### src/common/rtcd_pkg.sv
// Constants for the calendar counters: register map, field layout, BCD
// limits and bus answer values.
// Assumes a 32-bit APB register bus and BCD-coded counter contents.
// Overview of operation
// - Weekday is 3 bits in the low bits, 0 Sunday up to 6 Saturday.
// - Weekday steps by one on each daily carry from the hour counter.
// - Weekday bits 3 to 7 read zero, ignore writes; software writes zero.
// - Day is BCD, units bits 0-3, tens bits 4-5, range 01 to 31.
// - Day increments on the daily carry from the hour counter.
// - Day bits 6 and 7 read zero, ignore writes; software writes zero.
// - Month is BCD, units bits 0-3, tens bit 4, steps on month carry.
// - Month bits 5 to 7 read zero, ignore writes; software writes zero.
// - Counters keep contents across resets; undefined after power-up.
// - Month counter issues a yearly carry that advances the year counter.
package rtcd_pkg;

  // Register byte offsets
  localparam logic [7:0] OFS_WEEKDAY = 8'h10;
  localparam logic [7:0] OFS_DAY     = 8'h14;
  localparam logic [7:0] OFS_MONTH   = 8'h18;

  // Field widths
  localparam int WK_W  = 3;
  localparam int DAY_W = 6;
  localparam int MON_W = 5;

  // Counter limits, BCD coded
  localparam logic [2:0] WK_LAST    = 3'h6;
  localparam logic [2:0] WK_FIRST   = 3'h0;
  localparam logic [5:0] DAY_FIRST  = 6'h01;
  localparam logic [5:0] DAY_31     = 6'h31;
  localparam logic [5:0] DAY_30     = 6'h30;
  localparam logic [5:0] DAY_29     = 6'h29;
  localparam logic [5:0] DAY_28     = 6'h28;
  localparam logic [4:0] MON_FIRST  = 5'h01;
  localparam logic [4:0] MON_LAST   = 5'h12;
  localparam logic [4:0] MON_FEB    = 5'h02;
  localparam logic [4:0] MON_APR    = 5'h04;
  localparam logic [4:0] MON_JUN    = 5'h06;
  localparam logic [4:0] MON_SEP    = 5'h09;
  localparam logic [4:0] MON_NOV    = 5'h11;

  // BCD digit top value
  localparam logic [3:0] BCD_NINE   = 4'h9;

  // Bus answer values
  localparam logic [31:0] RDATA_IDLE = 32'h0000_0000;

endpackage

### src/hdl/rtcd_calendar.sv
// Weekday, day-of-month and month counters with an APB register port.
// Assumes the daily carry is a one-cycle pulse from the hour counter and
// the leap-year level comes from the year counter logic.
//
// Decided for this implementation: the APB interface to the registers.
`timescale 1ns/1ns
module rtcd_calendar #(
  parameter int ADDR_W = 8
) (
  input  wire logic              clk_sys,
  input  wire logic              rstn,
  input  wire logic              psel,
  input  wire logic              penable,
  input  wire logic              pwrite,
  input  wire logic [ADDR_W-1:0] paddr,
  input  wire logic [31:0]       pwdata,
  input  wire logic [3:0]        pstrb,
  output logic      [31:0]       prdata,
  output logic                   pready,
  output logic                   pslverr,
  input  wire logic              day_carry,
  input  wire logic              leap_year,
  output logic                   year_carry
);

  // Counter contents, deliberately without reset
  logic [rtcd_pkg::WK_W-1:0]  wk_reg;
  logic [rtcd_pkg::DAY_W-1:0] day_reg;
  logic [rtcd_pkg::MON_W-1:0] mon_reg;

  // Bus answer flops and the yearly carry flop
  logic [31:0] prdata_reg;
  logic        pready_reg;
  logic        pslverr_reg;
  logic        year_carry_reg;

  logic [7:0]  addr8;
  logic        sel_wk;
  logic        sel_day;
  logic        sel_mon;
  logic        mapped;
  logic        wr_ok;
  logic        wr_wk;
  logic        wr_day;
  logic        wr_mon;
  logic [rtcd_pkg::DAY_W-1:0] last_day;
  logic        day_wrap;
  logic        mon_wrap;
  logic        mon_step;
  logic [2:0]  loaded_reg;

  // BCD increment of an 8-bit pair of digits
  function automatic logic [7:0] bcd_inc(input logic [7:0] v);
    logic [7:0] r;
    r = 8'h00;
    if (v[3:0] >= rtcd_pkg::BCD_NINE) begin
      r = {4'(v[7:4] + 4'h1), 4'h0};
    end else begin
      r = {v[7:4], 4'(v[3:0] + 4'h1)};
    end
    return r;
  endfunction

  // Address decode; only the low byte of the address matters
  assign addr8   = 8'(paddr);
  assign sel_wk  = (addr8 == rtcd_pkg::OFS_WEEKDAY);
  assign sel_day = (addr8 == rtcd_pkg::OFS_DAY);
  assign sel_mon = (addr8 == rtcd_pkg::OFS_MONTH);
  assign mapped  = sel_wk | sel_day | sel_mon;

  // Write lands at the access edge; lane 0 carries all counter bits
  assign wr_ok  = psel & penable & pready_reg & pwrite & pstrb[0];
  assign wr_wk  = wr_ok & sel_wk;
  assign wr_day = wr_ok & sel_day;
  assign wr_mon = wr_ok & sel_mon;

  // Month length; BCD order matches numeric order so compares work
  always_comb begin
    last_day = rtcd_pkg::DAY_31;
    if (mon_reg == rtcd_pkg::MON_FEB) begin
      last_day = leap_year ? rtcd_pkg::DAY_29 : rtcd_pkg::DAY_28;
    end else if (mon_reg == rtcd_pkg::MON_APR ||
                 mon_reg == rtcd_pkg::MON_JUN ||
                 mon_reg == rtcd_pkg::MON_SEP ||
                 mon_reg == rtcd_pkg::MON_NOV) begin
      last_day = rtcd_pkg::DAY_30;
    end
  end

  // Out-of-range loads still wrap rather than run away
  assign day_wrap = (day_reg >= last_day);
  assign mon_wrap = (mon_reg >= rtcd_pkg::MON_LAST);
  assign mon_step = day_carry & day_wrap;

  // Weekday counter; a bus write wins over a same-cycle step
  always_ff @(posedge clk_sys) begin
    if (wr_wk) begin
      wk_reg <= pwdata[rtcd_pkg::WK_W-1:0];
    end else if (day_carry) begin
      if (wk_reg >= rtcd_pkg::WK_LAST) begin
        wk_reg <= rtcd_pkg::WK_FIRST;
      end else begin
        wk_reg <= wk_reg + 3'h1;
      end
    end
  end

  // Day counter, no reset so contents survive any reset
  always_ff @(posedge clk_sys) begin
    if (wr_day) begin
      day_reg <= pwdata[rtcd_pkg::DAY_W-1:0];
    end else if (day_carry) begin
      if (day_wrap) begin
        day_reg <= rtcd_pkg::DAY_FIRST;
      end else begin
        day_reg <= 6'(bcd_inc({2'b00, day_reg}));
      end
    end
  end

  // Month counter steps on the month carry from the day counter
  always_ff @(posedge clk_sys) begin
    if (wr_mon) begin
      mon_reg <= pwdata[rtcd_pkg::MON_W-1:0];
    end else if (mon_step) begin
      if (mon_wrap) begin
        mon_reg <= rtcd_pkg::MON_FIRST;
      end else begin
        mon_reg <= 5'(bcd_inc({3'b000, mon_reg}));
      end
    end
  end

  // Yearly carry pulse to the year counter, one cycle
  always_ff @(posedge clk_sys or negedge rstn) begin
    if (!rstn) begin
      year_carry_reg <= 1'b0;
    end else begin
      year_carry_reg <= mon_step & mon_wrap;
    end
  end

  // Load tracking, used by the checks only. It has no reset, like the
  // counters, so it outlives rstn. In four-state simulation it starts
  // unknown; a write ORs in a settled one, so the hold check stays quiet
  // until software has loaded all three counters once.
  always_ff @(posedge clk_sys) begin
    loaded_reg <= loaded_reg | {wr_mon, wr_day, wr_wk};
  end

  // Bus answer: data captured in setup, ready for one access cycle.
  // Zero wait states keep the read and the write one edge apart only.
  always_ff @(posedge clk_sys or negedge rstn) begin
    if (!rstn) begin
      prdata_reg  <= rtcd_pkg::RDATA_IDLE;
      pready_reg  <= 1'b0;
      pslverr_reg <= 1'b0;
    end else if (psel && !penable) begin
      pready_reg  <= 1'b1;
      pslverr_reg <= !mapped;
      prdata_reg  <= rtcd_pkg::RDATA_IDLE;
      if (!pwrite) begin
        if (sel_wk) begin
          prdata_reg <= {29'h0, wk_reg};
        end else if (sel_day) begin
          prdata_reg <= {26'h0, day_reg};
        end else if (sel_mon) begin
          prdata_reg <= {27'h0, mon_reg};
        end
      end
    end else begin
      pready_reg  <= 1'b0;
      pslverr_reg <= 1'b0;
      prdata_reg  <= rtcd_pkg::RDATA_IDLE;
    end
  end

  assign prdata     = prdata_reg;
  assign pready     = pready_reg;
  assign pslverr    = pslverr_reg;
  assign year_carry = year_carry_reg;
endmodule

### config.mk
export PLATFORM = sky130hd
export DESIGN_NAME = rtcd_calendar
export DESIGN_NICKNAME = d
export VERILOG_FILES = /design/src/common/rtcd_pkg.sv /design/src/hdl/rtcd_calendar.sv
export SDC_FILE = /design/constraint.sdc
export NUM_CORES = 1
export LEC_CHECK = 0
export BUFFER_PORTS_ARGS = -buffer_cell sky130_fd_sc_hd__buf_2
export CAP_MARGIN = 20
export CORE_MARGIN = 10
export CORE_UTILIZATION = 45
export CTS_BUF_LIST = sky130_fd_sc_hd__clkbuf_4 sky130_fd_sc_hd__clkbuf_8
export DETAILED_ROUTE_END_ITERATION = 10
export PLACE_DENSITY = 0.79
export SETUP_SLACK_MARGIN = 0.3
export SLEW_MARGIN = 10
export SYNTH_ARGS = -nofsm -noshare
export SYNTH_HDL_FRONTEND = slang
export SYNTH_SLANG_ARGS = --single-unit
### constraint.sdc
create_clock -name clk_sys -period 7.6 [get_ports clk_sys]
set_input_delay 0.76 -clock clk_sys [delete_from_list [all_inputs] [get_ports clk_sys]]
set_output_delay 0.76 -clock clk_sys [all_outputs]
set_load 0.02 [all_outputs]
== Yosys cells after proc, flatten, opt, wreduce, memory -nomap -nowiden ==
Cells that the tools add are included.

* Logic and storage cells: 72
* Input bits: 51
* Output and inout port bits: 35
* Register bits: 49

* Reductions and logical operators: 13
* Equal/unequal tests: 8
* Magnitude comparators: 5
* Bitwise logic cells: 11
* Add/subtract/negate cells: 5
* Multiplexer cells: 21

{| class="wikitable"
|+ Operator list
! operator !! number
|-
| 2-to-1 mux 6 bit || 8
|-
| 2-to-1 mux 32 bit || 1
|-
| 2-to-1 mux 5 bit || 5
|-
| equality test 8 x 5 -> 1 bit, second input constant || 3
|-
| equality test 5 x 3 -> 1 bit, second input constant || 2
|-
| bitwise AND 1 bit || 9
|-
| 2-to-1 mux 3 bit || 3
|-
| adder 4 x 1 -> 4 bit, second input constant || 2
|-
| greater-or-equal comparator 4 bit, second input constant || 2
|-
| greater-or-equal comparator 6 bit || 1
|-
| nonzero test 2 bit || 3
|-
| nonzero test 3 bit || 2
|-
| equality test 5 x 2 -> 1 bit, second input constant || 1
|-
| equality test 5 x 4 -> 1 bit, second input constant || 1
|-
| equality test 5 bit, second input constant || 1
|-
| greater-or-equal comparator 5 bit, second input constant || 1
|-
| 2-to-1 mux 1 bit || 4
|-
| AND reduction 2 bit || 2
|-
| adder 3 x 1 -> 3 bit, second input constant || 1
|-
| greater-or-equal comparator 3 bit, second input constant || 1
|-
| logical OR 1 bit || 3
|-
| adder 2 x 1 -> 2 bit, second input constant || 1
|-
| zero test 1 bit || 2
|-
| bitwise OR 1 bit || 2
|-
| 2 further kinds || 2
|}

== Depth between registers and ports, before layout ==
Gate-level depths: netlist (run 1).

* Depth in word-level cells: 10
* Mapped depth: 11
* Depth with buffers taken out: 11

== Worst setup path after synthesis (run 1) ==
No wires, ideal clock.

* Path kind: input to register
* Start point: in leap_year
* End point: reg day_reg[4] in the netlist's numbering, enable pin
* Required time: 7354 ps
* Library setup time: 246 ps
* Stages on the path: 9
* Path slack: 5021 ps
* Buffers on the path: 0
* Arrival time: 2332 ps
* Cells stage by stage: nand2b_1 -> a21oi_1 -> a31oi_1 -> o32a_1 -> ha_1 -> nor4b_1 -> o211ai_1 -> nand2b_1 -> a21o_1

* Word-level cells in the longest chain between the ends: 5

{| class="wikitable"
|+ Ends and longest elaborated chain
! element !! line !! text
|-
| start, declared || rtcd_calendar.sv:22 || <nowiki>input wire logic leap_year,</nowiki>
|-
| 2-to-1 mux 1 bit || rtcd_calendar.sv:81 || <nowiki>last_day = leap_year ? rtcd_pkg::DAY_29 : rtcd_pkg::DAY_28;</nowiki>
|-
| 2-to-1 mux 6 bit || rtcd_calendar.sv:80 || <nowiki>if (mon_reg == rtcd_pkg::MON_FEB) begin</nowiki>
|-
| greater-or-equal comparator 6 bit || rtcd_calendar.sv:91 || <nowiki>assign day_wrap = (day_reg >= last_day);</nowiki>
|-
| nonzero test 3 bit (no line) || - ||
|-
| AND reduction 2 bit (no line) || - ||
|-
| end signal, assigned || rtcd_calendar.sv:111 || <nowiki>day_reg <= pwdata[rtcd_pkg::DAY_W-1:0];</nowiki>
|-
| end signal, assigned || rtcd_calendar.sv:114 || <nowiki>day_reg <= rtcd_pkg::DAY_FIRST;</nowiki>
|-
| end signal, assigned || rtcd_calendar.sv:116 || <nowiki>day_reg <= 6'(bcd_inc({2'b00, day_reg}));</nowiki>
|-
| end, declared || rtcd_calendar.sv:28 || <nowiki>logic [rtcd_pkg::DAY_W-1:0] day_reg;</nowiki>
|}

No other way between the ends.
A chain may end at the register's enable or synchronous reset.

== Worst setup path in the final report (run 1) ==
* Start point: reg mon_reg[0] in the netlist's numbering
* End point: reg day_reg[4] in the netlist's numbering, enable pin

* Word-level cells in the longest chain between the ends: 9
* Elaborated cells between the ends (all ways): 13
* Those cells by class: order compare: 1; eq/ne: 5; mux: 2; reduce/logical: 5

{| class="wikitable"
|+ Ends and longest elaborated chain
! element !! line !! text
|-
| start, declared || rtcd_calendar.sv:29 || <nowiki>logic [rtcd_pkg::MON_W-1:0] mon_reg;</nowiki>
|-
| start signal, assigned || rtcd_calendar.sv:124 || <nowiki>mon_reg <= pwdata[rtcd_pkg::MON_W-1:0];</nowiki>
|-
| start signal, assigned || rtcd_calendar.sv:127 || <nowiki>mon_reg <= rtcd_pkg::MON_FIRST;</nowiki>
|-
| start signal, assigned || rtcd_calendar.sv:129 || <nowiki>mon_reg <= 5'(bcd_inc({3'b000, mon_reg}));</nowiki>
|-
| equality test 5 x 3 -> 1 bit, on equally long branches || rtcd_calendar.sv:82, rtcd_calendar.sv:83 ||
|-
| logical OR 1 bit || rtcd_calendar.sv:82 || <nowiki>end else if (mon_reg == rtcd_pkg::MON_APR ||</nowiki>
|-
| logical OR 1 bit || rtcd_calendar.sv:83 || <nowiki>mon_reg == rtcd_pkg::MON_JUN ||</nowiki>
|-
| logical OR 1 bit || rtcd_calendar.sv:84 || <nowiki>mon_reg == rtcd_pkg::MON_SEP ||</nowiki>
|-
| 2-to-1 mux 1 bit || rtcd_calendar.sv:82 ||
|-
| 2-to-1 mux 6 bit (*) || rtcd_calendar.sv:80 ||
|-
| greater-or-equal comparator 6 bit (*) || rtcd_calendar.sv:91 ||
|-
| nonzero test 3 bit (no line) (*) || - ||
|-
| AND reduction 2 bit (no line) (*) || - ||
|}

Mark *: on every way between the ends. The rest lies on a longest branch, timed or not.

==> results.yml, run 1 <==
synth:
  synth_ff_type: "edfxtp_1"
  syn_inst: 177
  syn_area_sq_mm: 0.00175
  yosysWarnings: 0
  yosysSeqAreaShare_pct: 36.9
  synth_edf_count: 14
  synth.top_cell.area_share_pct: 24.0
  synthArstFlopShare_pct: 39.1
  yosys-top-cells-area: "edfxtp_1, dfrtp_1, buf_4"
  synth.distinct_cells: 41
  ys_seq_elements: 23
  synth_area_leader_cell: "edfxtp_1"
  avgSynthCellArea_sq_um: 9.89
drt:
  wl_per_cell_um: 14.3
  drc: 0
  viasPerCell: 4.85
  first_iter_violations: 72
  totalWireLength_mm: 3.63
  via_count: 1232
  final_antenna_net_count: 0
  drt_first_pass_iters: 4
global_routing:
  antenna_found_initial: 0
  grt_max_degree: 15
  grt_use_total_pct: 10.3
  grt_pass1_vias: 1219
  grt_pass1_wl_mm: 5.58
  overflow: 0
timing:
  fin_skew_ns: 0.00177
  worst-slew-pin-transition_ns: 0.647
  fin_setup_tns_ns: 0
  slew_violations: 0
  hold_violations: 0
  slew_headroom_pct: 56.3
  fin_crit_sh_pct: 37.5
  rsz0062_at_grt: "no"
  min_period_ns: 2.85
  setup_viol_count_final: 0
  clock.fmax_ghz: 0.351
worst_setup_path:
  slowest_stage: "edfxtp_1"
  ff2ff_path_depth: 11
  crit_fanout: 6
  worstSetupPathType: "reg -> reg"
  max_stage_delay_ns: 0.44
  path_buf_inv: 1
  crit_family: "compound AO/OA/AOI/OAI gates"
  end_kind: "flop"
  critPathLaunchType: "flop"
  cp_data_arrival_time_ns: 2.88
  crit_cells: 11
  crit_top_cell: "ha_1"
  required_ns: 7.64
  path_cells: "inv_1, ha_1, o21ai_0, a21oi_1, a31oi_1, o32a_1, ha_1, nor4b_1, o211ai_1, nand2b_1, a21o_1"
cts:
  cts_tree: "done"
  cts_hold_buf: 0
  clock_latency_ns: 0.26
  cts-htree-levels: 1
  cts_setup_buffers: 0
  clock-root-buffer: "clkbuf_8"
  cts_buffers: 3
  ctsResizeCount: 0
  clock_path_buffers: 2
  cts_sinks: 23
  cts.clk_slew.worst_paths_ns: 0.09
power_and_ir_drop:
  switching_share_pct: 32.4
  switching_power_uw: 105
  irDropWorstVdd_mv: 0.0911
  p_int_uw: 219
  p_per_area_mw_per_mm2: 173
  pwr-share-comb_pct: 26.1
  p_leak_uw: 0.000893
  clockPowerShare_pct: 24.0
  seq_power_share_pct: 50.0
worst_hold_path:
  hp-class: "in -> async"
run_status:
  outcome: "complete, no violations"
die:
  die_w_um: 82.4
  floorplan.die_area_sq_mm: 0.00678
  start_util_pct: 47.1
  rows: 22
  die_h_um: 82.4
  io_pins: 86
  core_area_sq_mm: 0.00372
finish:
  fin_util_pct: 50.5
  antennaDiodeCount: 0
  drive_gt1_share_pct: 24.3
  regArea_sq_um: 646
  synthToLayoutAreaGrowth_pct: 7.15
  multiInputGateArea_sq_um: 932
  layoutNonFillerInstCount: 254
  nFillCells: 361
  nets: 270
placed_design:
  port_buffers: 30
  place.detailed.hpwl_mm: 3.10
  place.gp.congestion: 0.801
  dpl.cell_count: 250
run:
  maxCapViolCount: 0
-- placed cells by master, fill, tap and decap left out, types with 4 or more instances in the layout --
cell | synthesis | final
xnor2_1 | 4 | 4
mux2_2 | 7 | 7
edfxtp_1 | 14 | 14
a21oi_1 | 5 | 5
nor2_1 | 16 | 16
nand3_1 | 7 | 7
conb_1 | 1 | 26
o21ai_0 | 6 | 6
nor2b_1 | 4 | 4
dfrtp_1 | 9 | 9
nand2b_1 | 4 | 4
inv_1 | 11 | 11
nand2_1 | 9 | 9
buf_2 | 1 | 30
ha_1 | 12 | 12
-- per-stage QoR --
stage	area, sq um	power (uW)	worst slack (ns)	hold WS [ns]
floorplan	1840	236	5.02	0.464
global route	1880	342	4.45	0.336
detailed placement	1830	250	4.70	0.609
global placement	1830	246	4.71	0.601
finish	1880	325	4.75	0.321
CTS	1880	327	4.74	0.328
-- Yosys cell counts, types with 4 or more instances --
library cell and count:
nor2b_1 4, nand2_1 9, inv_1 11, buf_4 27
mux2_2 7, xnor2_1 4, dfrtp_1 9, nand3_1 7
nand2b_1 4, o21ai_0 6, a21oi_1 5, ha_1 12
nor2_1 16, edfxtp_1 14
-- routing by layer --
layer | track usage, % | routed length, um | share of wire [%]
met5 | 0 | 0 | 0
met4 | 1.53 | 13 | 0.36
met3 | 2.38 | 190 | 5.2
met2 | 19.2 | 1980 | 55
met1 | 11.9 | 1440 | 40
-- power by group through the flow --
stage | clock [uW] | combinational [uW] | sequential [uW]
floorplan | 0 | 74.5 | 161
global placement | 0 | 81.2 | 164
detailed placement | 0 | 84.7 | 165
CTS | 79.6 | 85.2 | 162
global route | 81.9 | 95.3 | 165
finish | 77.8 | 84.6 | 162
-- worst paths after layout --
path                             from  slack, ns          to
min in group clk_sys       day_reg[5]       0.65   prdata[5]
max reg2reg                mon_reg[0]       4.75  day_reg[4]
max in group asynchronous        rstn       7.11   prdata[5]
max                        mon_reg[0]       4.75  day_reg[4]
min reg2reg                day_reg[5]       0.65   prdata[5]
min                              rstn       0.32   prdata[3]
-- logic make-up (layout without fill, tap and decap cells) --
family          count (synthesis)  count (layout)  synth area share, %
other cells                     1              26                0.214
fa+ha+maj                      12              12                 8.58
buf+inv                        41              45                 15.2
compound gates                 27              27                 10.2
flops                          23              23                 36.9
mux                            10              10                 6.22
xor+xnor                        5               5                 2.50
simple gates                   58              58                 20.2
-- cell type report --
| class | count | share of cell area, % |
|---|---|---|
| Inverter | 11 | 2.20 |
| Timing Repair Buffer | 30 | 8.01 |
| Clock buffer | 3 | 2.20 |
| Multi-Input combinational cell | 138 | 49.7 |
| Sequential cell | 23 | 34.4 |
| Clock inverter | 1 | 0.267 |
| Tap cell | 48 | 3.20 |
Power figures use the tool's default switching activity.
==> run 2, diff against run 1 <==
- ABC_AREA: default -> 1
- clock period: 7.6 -> 2.4 ns (I/O delays scaled with it)
==> run 2 against run 1 <==
  * Sequential share of layout area is 6.2 points lower
  * Area after synthesis is 14% higher
  * Die area is 10% higher
  * Critical endpoint is now day_reg[5]
  * Largest cell class unchanged
==> results.yml, run 2 <==
run_status:
  outcome: "complete, no violations"
cts:
  clock_path_buffers: 2
  clock_latency_ns: 0.27
  cts_tree: "done"
  cts_sinks: 23
  cts-htree-levels: 1
  clock-root-buffer: "clkbuf_8"
  cts_buffers: 3
  cts.clk_slew.worst_paths_ns: 0.08
synth:
  synthArstFlopShare_pct: 39.1
  syn_area_sq_mm: 0.00199
  yosysSeqAreaShare_pct: 32.4
  synth_area_leader_cell: "edfxtp_1"
  avgSynthCellArea_sq_um: 7.46
  yosys.cell_count.top_type: "nand2_1"
  synth.distinct_cells: 32
  synth.top_cell.area_share_pct: 21.1
  synth_ff_type: "edfxtp_1"
  ys_seq_elements: 23
  yosys-top-cells-area: "edfxtp_1, nand2_1, dfrtp_1"
  synth_common_cells: "nand2_1, inv_1, nor2_1, buf_4, nand3_1"
  synth_edf_count: 14
  yosysWarnings: 0
  syn_inst: 267
worst_setup_path:
  crit_family: "simple AND/OR/NAND/NOR gates"
  ff2ff_path_depth: 15
  required_ns: 2.45
  slowest_stage: "edfxtp_1"
  crit_fanout: 4
  crit_cells: 15
  path_buf_inv: 3
  path_cells: "inv_2, buf_4, ha_2, o21ai_1, o21ai_2, a21oi_2, ha_1, nand2_1, nor2_1, nand2_1, nand2_2, nor2_4, nand3_1, nand2_1, inv_2"
  end_kind: "flop"
  cp_data_arrival_time_ns: 2.22
  crit_top_cell: "nand2_1"
  max_stage_delay_ns: 0.37
  worstSetupPathType: "reg -> reg"
  critPathLaunchType: "flop"
placed_design:
  pre_cts_ws_ns: 0.176
  place.detailed.hpwl_mm: 3.66
  place.gp.congestion: 0.911
  port_buffers: 30
timing:
  hold_violations: 0
  min_period_ns: 2.17
  setup_viol_count_final: 0
  fin_skew_ns: 0.00875
  clock.fmax_ghz: 0.461
  slew_violations: 0
  fin_setup_tns_ns: 0
  fin_crit_sh_pct: 90.5
  rsz0062_at_grt: "yes"
  layout_setup_ws_ns: 0.229
die:
  die_w_um: 86.5
  start_util_pct: 46.1
  core_area_sq_mm: 0.00432
  io_pins: 86
  rows: 24
  floorplan.die_area_sq_mm: 0.00749
  die_h_um: 86.5
global_routing:
  grtUsageMet3_pct: 3.47
  antenna_found_initial: 0
  grt.met2_usage_pct: 21.7
  grt_pass1_vias: 1732
  grt_pass1_wl_mm: 7.50
  grt_util_met1_pct: 13.1
  overflow: 0
  grt_use_total_pct: 12.2
  top_usage_layer: "met2"
  grt_max_degree: 13
drt:
  drc: 0
  wl_per_cell_um: 12.4
  first_iter_violations: 59
  final_antenna_net_count: 0
  via_count: 1684
  viasPerCell: 4.68
  totalWireLength_mm: 4.47
  drt_first_pass_iters: 4
finish:
  synthToLayoutAreaGrowth_pct: 15.0
  drive_gt1_share_pct: 30.2
  layout_common_cells: "nand2_1, buf_2, inv_1"
  mostFrequentLayoutCell: "nand2_1"
  antennaDiodeCount: 0
  nets: 372
power_and_ir_drop:
  p_per_area_mw_per_mm2: 492
  irDropWorstVdd_mv: 0.352
  p_leak_uw: 0.00117
worst_hold_path:
  hp-class: "in -> reg"
  holdPathStages: 2
run:
  maxCapViolCount: 0
## run 2: cell count changes after synthesis, moves of 6 or more
cell     delta
inv_1      +19
inv_2       +8
mux2_2      -7
nand2_1    +56
nand2_2     +6
nand3_1     +8
nor2_1     +12
nor2_4      +6
o21ai_1     +7
## run 2: metal layers
metal | up-vias | share of wire (%)
met5 | - | 0
met2 | 49 | 50
met4 | 0 | 1.8
li1 | 868 | -
met3 | 7 | 7.0
met1 | 760 | 41
## run 2: worst paths after layout
check / from / endpoint / slack [ns]
max reg2reg: mon_reg[0] / day_reg[5] / 0.23
min in group asynchronous: rstn / pready / 0.34
min: penable / pready / 0.16
min reg2reg: day_reg[5] / prdata[5] / 0.66
max: mon_reg[0] / day_reg[5] / 0.23
max in group asynchronous: rstn / prdata[4] / 1.89
## run 2: cell type report
type | count | area [sq um]
Clock buffer | 4 | 48.8
Fill cell | 442 | 2030
Inverter | 40 | 154
Multi-Input combinational cell | 200 | 1140
Sequential cell | 23 | 646
Tap cell | 52 | 65.1
Timing Repair Buffer | 41 | 239
## run 2: worst reg2reg max path, delay by kind of cell (launching register included)
kind / cells / cell delay (ns)
buf+inv: 3 / 0.25
simple gates: 7 / 0.57
fa+ha+maj: 2 / 0.42
flops: 1 / 0.37
compound gates: 3 / 0.35
## run 2: cell families (layout without fill, tap and decap cells)
| group | Yosys count | in the layout | share of synthesized area [%] |
|---|---|---|---|
| AOI/OAI and AO/OA | 24 | 24 | 6.78 |
| and+or+nand+nor | 134 | 134 | 32.9 |
| other | 1 | 26 | 0.188 |
| DFF | 23 | 23 | 32.4 |
| adders and majority gates | 12 | 12 | 7.54 |
| xor gates and xnor gates | 4 | 4 | 1.76 |
| buffers and inverters | 69 | 85 | 18.4 |
## run 2: stage by stage
| step | hold WS (ns) | total power (uW) | utilization [%] | std cells | cell area [sq um] |
|---|---|---|---|---|---|
| 2_1_floorplan | -0.0556 | 794 | - | 292 | 2110 |
| 3_3_place_gp | 0.0869 | 833 | 49.5 | 349 | 2140 |
| 3_5_place_dp | 0.0943 | 846 | 49.5 | 349 | 2140 |
| 4_1_cts | 0.164 | 1120 | 52.1 | 358 | 2250 |
| 5_1_grt | 0.158 | 1210 | 53.0 | 360 | 2290 |
| 6_report | 0.164 | 1130 | 53.0 | 360 | 2290 |
## run 2: what timing repair did
item                       CTS  global route
pin swaps                    6             3
hold buffers                 1             0
gates resized for setup     11             6
hold endpoints to repair     9             0
setup buffers                4             2
setup endpoints to repair    9            14
## run 2: power by group
part           internal (uW)  total (uW)  switching, uW  leakage (uW)
clock network            130         257            127     0.0000262
registers                469         513           44.0      0.000259
logic                    133         357            224      0.000889
total                    732        1130            395       0.00117
